==> src/pkg/srh_pkg.sv <==
// Package for the host-side controller of a 256 x 1 asynchronous static RAM.
// Assumes a single 250 MHz clock; the memory itself has no clock or reset.
package srh_pkg;
  localparam int ADDR_W = 8;
  localparam int DEPTH = 256;
  // Clock period in picoseconds (250 MHz).
  localparam int CLK_PS = 4000;
  // Timing figures in nanoseconds, slow-supply column.
  localparam int T_ADS_NS = 40;
  localparam int T_ACC_NS = 850;
  localparam int T_DOH_NS = 65;
  localparam int T_WRW_NS = 330;
  localparam int T_WRH_NS = 40;
  localparam int T_DIH_NS = 40;
  // Cycle counts, least times rounded up.
  localparam int ADS_CYC = (T_ADS_NS * 1000 + CLK_PS - 1) / CLK_PS;
  localparam int ACC_CYC = (T_ACC_NS * 1000 + CLK_PS - 1) / CLK_PS;
  localparam int DOH_CYC = (T_DOH_NS * 1000 + CLK_PS - 1) / CLK_PS;
  localparam int WRW_CYC = (T_WRW_NS * 1000 + CLK_PS - 1) / CLK_PS;
  localparam int WRH_CYC = (T_WRH_NS * 1000 + CLK_PS - 1) / CLK_PS;
  localparam int DIH_CYC = (T_DIH_NS * 1000 + CLK_PS - 1) / CLK_PS;
  localparam int CNT_W = 8;
  typedef enum logic [2:0] {
    SRH_IDLE, SRH_SETUP, SRH_READ, SRH_WPULSE, SRH_WHOLD, SRH_RECOVER
  } srh_state_t;
endpackage

==> src/hdl/srh_ctrl.sv <==
// Host-side controller driving a 256 x 1 asynchronous static RAM.
// Assumes the memory pins are wired directly and the user port is on clock.
// Every phase length comes from a package count (read and read recovery add 2); nothing here is programmable.
// Pins move only on clock edges, so the memory sees clean edge ordering.
// The user must hold a request and its fields until req_ready is high.
`timescale 1ns/1ps
module srh_ctrl (
  input wire logic clock,
  input wire logic rst_n,
  input wire logic req_valid,
  output logic req_ready,
  input wire logic req_write,
  input wire logic [7:0] req_addr,
  input wire logic req_wdata,
  output logic rsp_valid,
  output logic rsp_rdata,
  output logic rsp_error,
  output logic [7:0] location_select,
  output logic chip_select_n,
  output logic read_write_n,
  output logic data_in,
  input wire logic data_out,
  input wire logic data_out_n
);
  // Sequencer state and phase counter.
  srh_pkg::srh_state_t state_reg;
  srh_pkg::srh_state_t state_next;
  logic [srh_pkg::CNT_W-1:0] cnt_reg;
  logic [srh_pkg::CNT_W-1:0] cnt_next;
  // Registered memory pins.
  logic [7:0] addr_reg;
  logic [7:0] addr_next;
  logic cs_n_reg;
  logic cs_n_next;
  logic rw_reg;
  logic rw_next;
  logic din_reg;
  logic din_next;
  // Registered response to the user.
  logic rvalid_reg;
  logic rvalid_next;
  logic rdata_reg;
  logic rdata_next;
  logic rerr_reg;
  logic rerr_next;
  logic [1:0] pins_sync;

  // Memory outputs come from another timing domain.
  // The memory has no clock, so its outputs may change at any instant.
  srh_sync u_sync (
    .clock(clock),
    .rst_n(rst_n),
    .async_in({data_out, data_out_n}),
    .sync_out(pins_sync)
  );

  // A counter loads n - 1 so that its phase lasts exactly n cycles.
  function automatic logic [srh_pkg::CNT_W-1:0] cyc(input int n);
    cyc = (srh_pkg::CNT_W)'(n - 1);
  endfunction

  function automatic logic cnt_zero(input logic [srh_pkg::CNT_W-1:0] c);
    cnt_zero = (c == '0);
  endfunction

  always_comb begin
    state_next = state_reg;
    cnt_next = cnt_reg;
    addr_next = addr_reg;
    cs_n_next = cs_n_reg;
    rw_next = rw_reg;
    din_next = din_reg;
    rvalid_next = 1'b0;
    rdata_next = rdata_reg;
    rerr_next = rerr_reg;

    case (state_reg)
      srh_pkg::SRH_IDLE: begin
        if (req_valid) begin
          // Address may change with select high.
          addr_next = req_addr;
          din_next = req_wdata;
          cnt_next = cyc(srh_pkg::ADS_CYC);
          state_next = srh_pkg::SRH_SETUP;
        end
      end

      srh_pkg::SRH_SETUP: begin
        if (cnt_reg == '0) begin
          // Select low only for an access.
          cs_n_next = 1'b0;
          if (req_write) begin
            rw_next = 1'b1;
            cnt_next = cyc(srh_pkg::WRW_CYC);
            state_next = srh_pkg::SRH_WPULSE;
          end else begin
            // Two extra cycles cover the synchroniser lag, so the data
            // sampled at the end is the settled read value.
            cnt_next = cyc(srh_pkg::ACC_CYC + 2);
            state_next = srh_pkg::SRH_READ;
          end
        end else begin
          cnt_next = cnt_reg - 1'b1;
        end
      end

      srh_pkg::SRH_READ: begin
        if (cnt_reg == '0) begin
          // True output carries the stored bit.
          rdata_next = pins_sync[1];
          // Outputs must be complementary once driven.
          rerr_next = ~(pins_sync[1] ^ pins_sync[0]);
          rvalid_next = 1'b1;
          cs_n_next = 1'b1;
          cnt_next = cyc(srh_pkg::DOH_CYC + 2);
          state_next = srh_pkg::SRH_RECOVER;
        end else begin
          cnt_next = cnt_reg - 1'b1;
        end
      end

      srh_pkg::SRH_WPULSE: begin
        if (cnt_reg == '0) begin
          // Select rising first ends the write pulse.
          cs_n_next = 1'b1;
          cnt_next = cyc(srh_pkg::WRH_CYC);
          state_next = srh_pkg::SRH_WHOLD;
        end else begin
          cnt_next = cnt_reg - 1'b1;
        end
      end

      // Select is already high here, which keeps the pulse inside it.
      srh_pkg::SRH_WHOLD: begin
        if (cnt_reg == '0) begin
          // Command falls after select is high.
          rw_next = 1'b0;
          cnt_next = cyc(srh_pkg::DIH_CYC);
          rvalid_next = 1'b1;
          rerr_next = 1'b0;
          state_next = srh_pkg::SRH_RECOVER;
        end else begin
          cnt_next = cnt_reg - 1'b1;
        end
      end

      // Recovery lets the outputs float before the next address moves.
      srh_pkg::SRH_RECOVER: begin
        // Data input held past command fall.
        if (cnt_reg == '0) begin
          state_next = srh_pkg::SRH_IDLE;
        end else begin
          cnt_next = cnt_reg - 1'b1;
        end
      end

      // An unknown state parks the pins idle rather than guess an access.
      default: begin
        state_next = srh_pkg::SRH_IDLE;
        cs_n_next = 1'b1;
        rw_next = 1'b0;
      end
    endcase
  end

  // Pins reset to idle so the memory is deselected from the first edge.
  always_ff @(posedge clock or negedge rst_n) begin
    if (!rst_n) begin
      state_reg <= srh_pkg::SRH_IDLE;
      cnt_reg <= '0;
      addr_reg <= 8'h00;
      cs_n_reg <= 1'b1;
      rw_reg <= 1'b0;
      din_reg <= 1'b0;
      rvalid_reg <= 1'b0;
      rdata_reg <= 1'b0;
      rerr_reg <= 1'b0;
    end else begin
      state_reg <= state_next;
      cnt_reg <= cnt_next;
      addr_reg <= addr_next;
      cs_n_reg <= cs_n_next;
      rw_reg <= rw_next;
      din_reg <= din_next;
      rvalid_reg <= rvalid_next;
      rdata_reg <= rdata_next;
      rerr_reg <= rerr_next;
    end
  end

  // The request is held by the user until taken in the setup phase.
  // Ready is combinational, so the request is taken on the same edge.
  assign req_ready = (state_reg == srh_pkg::SRH_SETUP) && cnt_zero(cnt_reg);
  assign rsp_valid = rvalid_reg;
  assign rsp_rdata = rdata_reg;
  assign rsp_error = rerr_reg;
  // Pins come straight from flip-flops so the memory sees no glitches.
  assign location_select = addr_reg;
  assign chip_select_n = cs_n_reg;
  assign read_write_n = rw_reg;
  assign data_in = din_reg;
endmodule // srh_ctrl

==> src/hdl/srh_sync.sv <==
// Two-flop synchroniser for the memory data outputs.
// Assumes the inputs arrive asynchronously from the memory pins.
`timescale 1ns/1ps
module srh_sync (
  input wire logic clock,
  input wire logic rst_n,
  input wire logic [1:0] async_in,
  output logic [1:0] sync_out
);
  logic [1:0] meta_reg;
  logic [1:0] sync_reg;
  always_ff @(posedge clock or negedge rst_n) begin
    if (!rst_n) begin
      meta_reg <= 2'h0;
      sync_reg <= 2'h0;
    end else begin
      meta_reg <= async_in;
      sync_reg <= meta_reg;
    end
  end
  assign sync_out = sync_reg;
endmodule // srh_sync

==> config.mk <==
export PLATFORM = sky130hd
export DESIGN_NAME = srh_ctrl
export DESIGN_NICKNAME = d
export VERILOG_FILES = /design/src/pkg/srh_pkg.sv /design/src/hdl/srh_ctrl.sv /design/src/hdl/srh_sync.sv
export SDC_FILE = /design/constraint.sdc
export NUM_CORES = 1
export LEC_CHECK = 0
export BUFFER_PORTS_ARGS = -buffer_cell sky130_fd_sc_hd__buf_4
export CORE_MARGIN = 2
export CORE_UTILIZATION = 50
export CTS_CLUSTER_SIZE = 40
export DETAILED_ROUTE_END_ITERATION = 10
export MAX_ROUTING_LAYER = met4
export PLACE_DENSITY = 0.73
export SYNTH_ARGS = -nofsm -noshare
export SYNTH_HDL_FRONTEND = slang
export SYNTH_SLANG_ARGS = --single-unit
export TNS_END_PERCENT = 20
==> constraint.sdc <==
create_clock -name clock -period 4.6 [get_ports clock]
set_input_delay 0.92 -clock clock [delete_from_list [all_inputs] [get_ports clock]]
set_output_delay 0.92 -clock clock [all_outputs]
set_load 0.1 [all_outputs]
Yosys cells after proc, flatten, opt, wreduce, memory -nomap -nowiden --
Index checks and enable logic that the tools add are counted.
Storage, ports and cells: register bits 29, bits of input ports 15, output and inout port bits 15
Operators by class: $add $sub $neg 1, eq/ne operators 15, muxes and demuxes 24, bitwise gates (word level) 4, reductions and logical operators 17
Operator list (number):
- two-way mux 8 bit | 6
- one-hot mux 8 bit (5 select lines) | 1
- inequality test 2 bit (second input constant) | 8
- two-way mux 3 bit | 5
- one-hot mux 3 bit (5 select lines) | 1
- AND reduction 3 bit | 3
- logical NOT 8 bit | 1
- two-way mux 1 bit | 8
- subtractor 8 x 1 -> 8 bit (second input constant) | 1
- == test 3 x 2 -> 1 bit (second input constant) | 2
- == test 3 bit (second input constant) | 2
- one-hot mux 1 bit (3 select lines) | 2
- OR reduction 2 bit | 3
- AND reduction 5 bit | 1
- nonzero test 5 bit | 1
- inequality test 2 x 1 -> 1 bit (second input constant) | 2
- AND reduction 2 bit | 2
- AND reduction 4 bit | 1
- OR reduction 4 bit | 1
- == test 3 x 1 -> 1 bit (second input constant) | 1
- logical NOT 3 bit | 1
- inverter 1 bit | 3
- OR reduction 3 bit | 1
- one-hot mux 1 bit (2 select lines) | 1
- other kinds (3) | 3

Logic depth before layout (Yosys ltp) --
Gate-level depths: netlist of run 1.
depth in word-level cells 4, mapped depth 7, depth with buffers taken out 6

Modules after synthesis --
From an unflattened synthesis of run 1, not the netlist that was laid out.
Second synthesis, totals: cells, all modules 157, area total of the unflattened synthesis 1512.7 um^2
Modules (own cells, without submodules):
- srh_ctrl | times used 1, cells an instance 153, area an instance 1412.6 um^2
- srh_sync | times used 1, cells an instance 4, area an instance 100.1 um^2

Least setup slack after synthesis of run 1 --
OpenSTA, ideal clock, no wires.
path type flip-flop to output port, from register state_reg[0], to output port req_ready, data arrival time 2980 ps, slack 700 ps, cell stages (with the launch flop) 6, path buffers 1, cells stage by stage dfrtp_1 -> buf_2 -> inv_2 -> nor4_1 -> nand3b_1 -> nor3_1
Between the ends: cells in the longest elaborated chain, start to end 2
Ends and longest elaborated chain:
- start: declaration | RTL line srh_ctrl.sv:26 | srh_pkg::srh_state_t state_reg;
- start signal: assignment | RTL line srh_ctrl.sv:169 | state_reg <= srh_pkg::SRH_IDLE;
- start signal: assignment | RTL line srh_ctrl.sv:179 | state_reg <= state_next;
- == test 3 x 1 -> 1 bit | RTL line srh_ctrl.sv:193 | assign req_ready = (state_reg == srh_pkg::SRH_SETUP) && cnt_zero(cnt_reg);
- logical AND 1 bit | RTL line srh_ctrl.sv:193
- end: declaration | RTL line srh_ctrl.sv:11 | output logic req_ready,
No other way between the ends.

Worst setup path after layout of run 1 --
Ends and elaborated chain as after synthesis.

==> flow_summary.yaml, run 1 <==
cts:
  cts.sinks: 29
  cts_tree: "yes"
  ctsResizeCount: 0
  post_cts_buffers: 0
  clk_path_buf_depth: 2
  clkSlewWorstSetupHoldPaths_ps: 110
  postCtsHoldBufs: 0
  cts.htree.levels: 2
  clock_latency_ps: 340
  numCtsBuffers: 5
  cts-root-buf: "clkbuf_4"
worst_setup_path:
  reg2regPathDepth: 6
  timing.rr.end: "rsp_rdata"
  rr_startpoint: "cnt_reg[0]"
  crit_fanout: 11
  worstSetupEndpoint: "req_ready"
  r2r_setup_slack_ps: 2400
  cp.arrival_ps: 1970
  critPathLaunchType: "register"
  crit_start: "state_reg[0]"
  path_class: "register to primary output"
  required_ps: 3680
  end_kind: "primary output"
power:
  ir_worst_vdd_mv: 0.6330
  leakage_nw: 0.8089
  powerDensity_nw_per_um2: 727.3
sta:
  finalCritPeriodShare: 0.6291
  period_needed_ps: 2894
  worst_slack_ps: 1706
  drv_slew: 0
  setup_viol: 0
  max_freq_ghz: 0.3456
  worst_slew_pin_slew_ps: 733.4
  finalSetupTns_ps: 0
  slew_headroom: 0.5111
  rsz0062_at_grt: "no"
  clock_skew_ps: 12.19
  hold_viol_final: 0
global_route:
  overflow: 0
  grt_max_degree: 30
  groute.usage.overall: 0.2132
  antenna_found_initial: 0
  grt_pass1_wl_um: 5492
  grt_pass1_vias: 1278
drt:
  routed_wl_um: 3266
  routed_via_density: 6.284
  drt_iter0_drc: 101
  ant_nets: 0
  num_vias: 1326
  wl_per_cell_um: 15.48
  dr.pass1.iters: 4
  drcViolationCount: 0
die:
  coreArea_um2: 3003
  die_area_um2: 3575
  die_h_um: 59.80
  initial_core_util: 0.5183
  die-width_um: 59.80
  io-pin-count: 30
  rows: 20
yosys:
  syn_area_um2: 1556
  synth_top_flop_cell: "dfrtp_1"
  ys_seq_area_frac: 0.4670
  synth-edff-count: 0
  synth.top_cell.area_share: 0.4502
  syn_avg_cell_area_um2: 10.52
  muxShareOfSynthArea: 0.07878
  async_flop_share: 1.000
  synth_top_family_by_area: "simple AND/OR/NAND/NOR gates"
  synthTopCellsByArea: "dfrtp_1 45%, mux2_1 7.2%, o31ai_1 2.9%, nor2_1 2.4%, dfstp_2 1.7%"
  synthXorXnorAreaFrac: 0.005627
  yosysWarnings: 0
  syn_inst: 148
  synth_cell_types: 54
  yosys.area.top_type: "dfrtp_1"
  synthAdderAreaFrac: 0.008039
  synth_compound_gate_area_share: 0.1977
  yosysMostFrequentCell: "dfrtp_1"
  synthSimpleGateAreaFrac: 0.2106
  synth_nets: 164
  synth_commonest_cells: "28 x dfrtp_1, 10 x mux2_1, 10 x nor2_1, 7 x nand2_1, 6 x o31ai_1"
  synth-seq-cells: 29
place:
  port_buffers: 29
  place_ws_ps: 2071
  place_area_um2: 1784
  dpl.hpwl_um: 2324
  routabilityCongestion: 0.9316
run_status:
  status: "finished clean"
cells_and_area:
  area_delta_synth_final_pct: 20.02
  drive_above_1_share: 0.2640
  final_area_um2: 1868
  fin_nets: 193
  antenna_cells: 0
  fillers: 240
  utilization: 0.6221
hold_path:
  hold_class: "register to register"
  min_from: "u_sync.meta_reg[1]"
flow_run:
  cap_violations: 0
## kinds of logic (layout without fill, tap and decap cells)
family / after synthesis / after routing
AND/OR/NAND/NOR: 53 / 53
AO/OA/AOI/OAI: 41 / 41
flip-flops: 29 / 29
buffers and inverters: 12 / 42
multiplexers: 11 / 11
adder cells (fa/ha/maj): 1 / 1
XOR/XNOR: 1 / 1
## how the worst min path moves through the flow
| stage | slack, ps | cells after the start | to |
|---|---|---|---|
| finish | 360 | 0 | u_sync.sync_out[1] |
| global placement | 330 | 0 | u_sync.sync_out[0] |
| floorplan | 330 | 0 | u_sync.sync_out[0] |
| detailed placement | 330 | 0 | u_sync.sync_out[1] |
| global route | 370 | 0 | u_sync.sync_out[0] |
| CTS | 360 | 0 | u_sync.sync_out[1] |
## worst max-delay path, cell delays in order, from the launching register on
cell      delay (ps)
dfrtp_1          590
inv_2            150
nor4_1           290
nand3b_1         120
nor3_1           160
buf_4            330
## through the flow
step | std cells | power (mW) | hold WS [ps]
floorplan | 148 | 0.9953 | 331.2
global placement | 203 | 1.134 | 332.2
detailed placement | 203 | 1.147 | 334.7
CTS | 211 | 1.365 | 359.3
global route | 211 | 1.433 | 375.0
finish | 211 | 1.359 | 356.0
## where the power goes
part           internal (mW)  total [mW]  switching [mW]  leakage [nW]
combinational          0.207       0.695           0.488         0.417
sequential             0.338       0.448           0.110         0.351
clock                  0.115       0.216           0.101        0.0414
## cell type report
cell class | count | area [um2] | area share
multi-input cells | 107 | 779.5 | 0.4173
flip-flops and latches | 29 | 726.9 | 0.3891
repair buffers | 29 | 217.7 | 0.1165
clock inverters | 3 | 46.29 | 0.02478
well taps | 33 | 41.29 | 0.02210
clock buffers | 5 | 37.54 | 0.02009
inverters | 5 | 18.77 | 0.01005
## metal layers
layer | GRT usage | wire length, um
met4 | 0.1302 | 70
met1 | 0.2683 | 1516
met3 | 0.04545 | 185
met5 | - | 0
met2 | 0.3121 | 1493
## placed cells by master, fill, tap and decap left out, drive strengths merged, types with 5 or more instances in the layout
master	count
a21oi	5
buf	29
clkbuf	5
dfrtp	28
mux2	10
nand2	7
nor2	10
nor3	6
nor4	7
o21ai	6
o31ai	6
Note: power is estimated with default switching activity, not from simulation.
==> inputs of run 2 (changes only) <==
==> constraint.sdc (replaced) <==
create_clock -name clock -period 2.9 [get_ports clock]
set_input_delay 0.58 -clock clock [delete_from_list [all_inputs] [get_ports clock]]
set_output_delay 0.58 -clock clock [all_outputs]
set_load 0.1 [all_outputs]
==> run 2 against run 1 <==
  * Setup slack got worse by 1300 ps
  * Sequential power is 58% higher
  * Sequential share of layout area fell by 0.36 points
  * Flip-flop and latch count did not move
  * Clock skew is 8.4 ps lower
  * Power up 61%
  * Cell area increased by 0.94%
  * Critical path type unchanged
  * Largest power group unchanged
==> flow_summary.yaml, run 2 (synthesized netlist as in run 1, its figures left out) <==
run_status:
  status: "finished clean"
drt:
  dr.pass1.iters: 4
  ant_nets: 0
  drcViolationCount: 0
  wl_per_cell_um: 16.81
  num_vias: 1337
  routed_via_density: 6.307
  routed_wl_um: 3563
  drt_iter0_drc: 126
worst_setup_path:
  cp_slowest_cell: "dfrtp_1"
  critPathLaunchType: "register"
  cpLargestDelayFamily: "flip-flops"
  path_class: "register to primary output"
  rr_startpoint: "cnt_reg[0]"
  required_ps: 2320
  end_kind: "primary output"
  path_buf_inv: 2
  cp.arrival_ps: 1890
  crit_fanout: 11
  r2r_setup_slack_ps: 640
  cp_cell_sequence: "inv_2 > nor4_1 > nand3b_1 > nor3_2 > buf_4"
  reg2regPathDepth: 6
  timing.rr.end: "rsp_rdata"
  slowest_delay_ps: 600
cells_and_area:
  final_common_cell: "buf_4"
  fillers: 251
  antenna_cells: 0
  utilization: 0.6279
  area_delta_synth_final_pct: 21.14
  fin_nets: 194
  drive_above_1_share: 0.2737
  most-common-layout-cells: "30 x buf_4, 28 x dfrtp_1, 10 x nor2_1, 10 x mux2_1, 7 x nand2_1"
  multi_input_area_um2: 784.5
  ff_latch_area_um2: 726.9
global_route:
  grt_max_degree: 30
  overflow: 0
  grt_pass1_wl_um: 6051
  grt_pass1_vias: 1329
  groute.usage.overall: 0.2343
  antenna_found_initial: 0
cts:
  cts.sinks: 29
  clock_latency_ps: 320
  ctsResizeCount: 0
  clkSlewWorstSetupHoldPaths_ps: 90
  numCtsBuffers: 5
  cts_tree: "yes"
  cts-root-buf: "clkbuf_4"
  postCtsHoldBufs: 0
  post_cts_buffers: 0
  clk_path_buf_depth: 2
  cts.htree.levels: 2
flow_run:
  cap_violations: 0
die:
  coreArea_um2: 3003
  rows: 20
  initial_core_util: 0.5183
  die-width_um: 59.80
  die_h_um: 59.80
  die_area_um2: 3575
  io-pin-count: 30
sta:
  drv_slew: 0
  period_needed_ps: 2474
  hold_viol_final: 0
  finalCritPeriodShare: 0.8532
  clock_skew_ps: 3.814
  slew_headroom: 0.6172
  rsz0062_at_grt: "no"
  finalSetupTns_ps: 0
  worst_slew_pin_slew_ps: 569.4
  setup_viol: 0
  max_freq_ghz: 0.4042
power:
  leakage_nw: 0.8209
  power_mw: 2.188
  ir_worst_vdd_mv: 0.7932
  powerDensity_nw_per_um2: 1160
hold_path:
  hold_class: "primary input to asynchronous set/reset pin"
place:
  routabilityCongestion: 0.9432
  port_buffers: 29
  dpl.hpwl_um: 2442
-- run 2: layout make-up --
class,count,share of cell area
well taps,33,0.02190
multi-input cells,107,0.4161
repair buffers,30,0.1194
clock inverters,2,0.01991
clock buffers,6,0.02721
flip-flops and latches,29,0.3855
inverters,5,0.009954
-- run 2: metal layers --
layer  track usage  up-vias  share of wire
met5             -        -              0
met4        0.1016        0          0.013
met3       0.06277        6          0.081
met2        0.3354       75           0.47
met1        0.3116      633           0.43
li1              -      623              -
-- run 2: how the worst max path moves through the flow --
stage	slack [ps]	endpoint	start	cells past startpoint
after floorplan	190	req_ready	state_reg[0]	5
after global placement	830	req_ready	state_reg[0]	5
after detailed placement	740	rsp_rdata	cnt_reg[0]	6
after CTS	410	req_ready	state_reg[0]	5
after global routing	320	req_ready	state_reg[0]	5
final	430	req_ready	state_reg[0]	5
-- run 2: report_power, final --
group	total, mW	switching, mW	internal [mW]
combinational	1.13	0.797	0.332
clock	0.348	0.143	0.205
sequential	0.710	0.174	0.536
-- run 2: stage by stage --
stage | std cells | hold slack, ps | worst slack, ps | area (um2)
floorplan | 148 | 284.4 | 188.6 | 1562
global placement | 204 | 334.6 | 828.7 | 1797
detailed placement | 204 | 341.0 | 739.4 | 1797
CTS | 212 | 151.3 | 413.8 | 1886
global route | 212 | 154.2 | 321.5 | 1886
finish | 212 | 158.1 | 425.7 | 1886
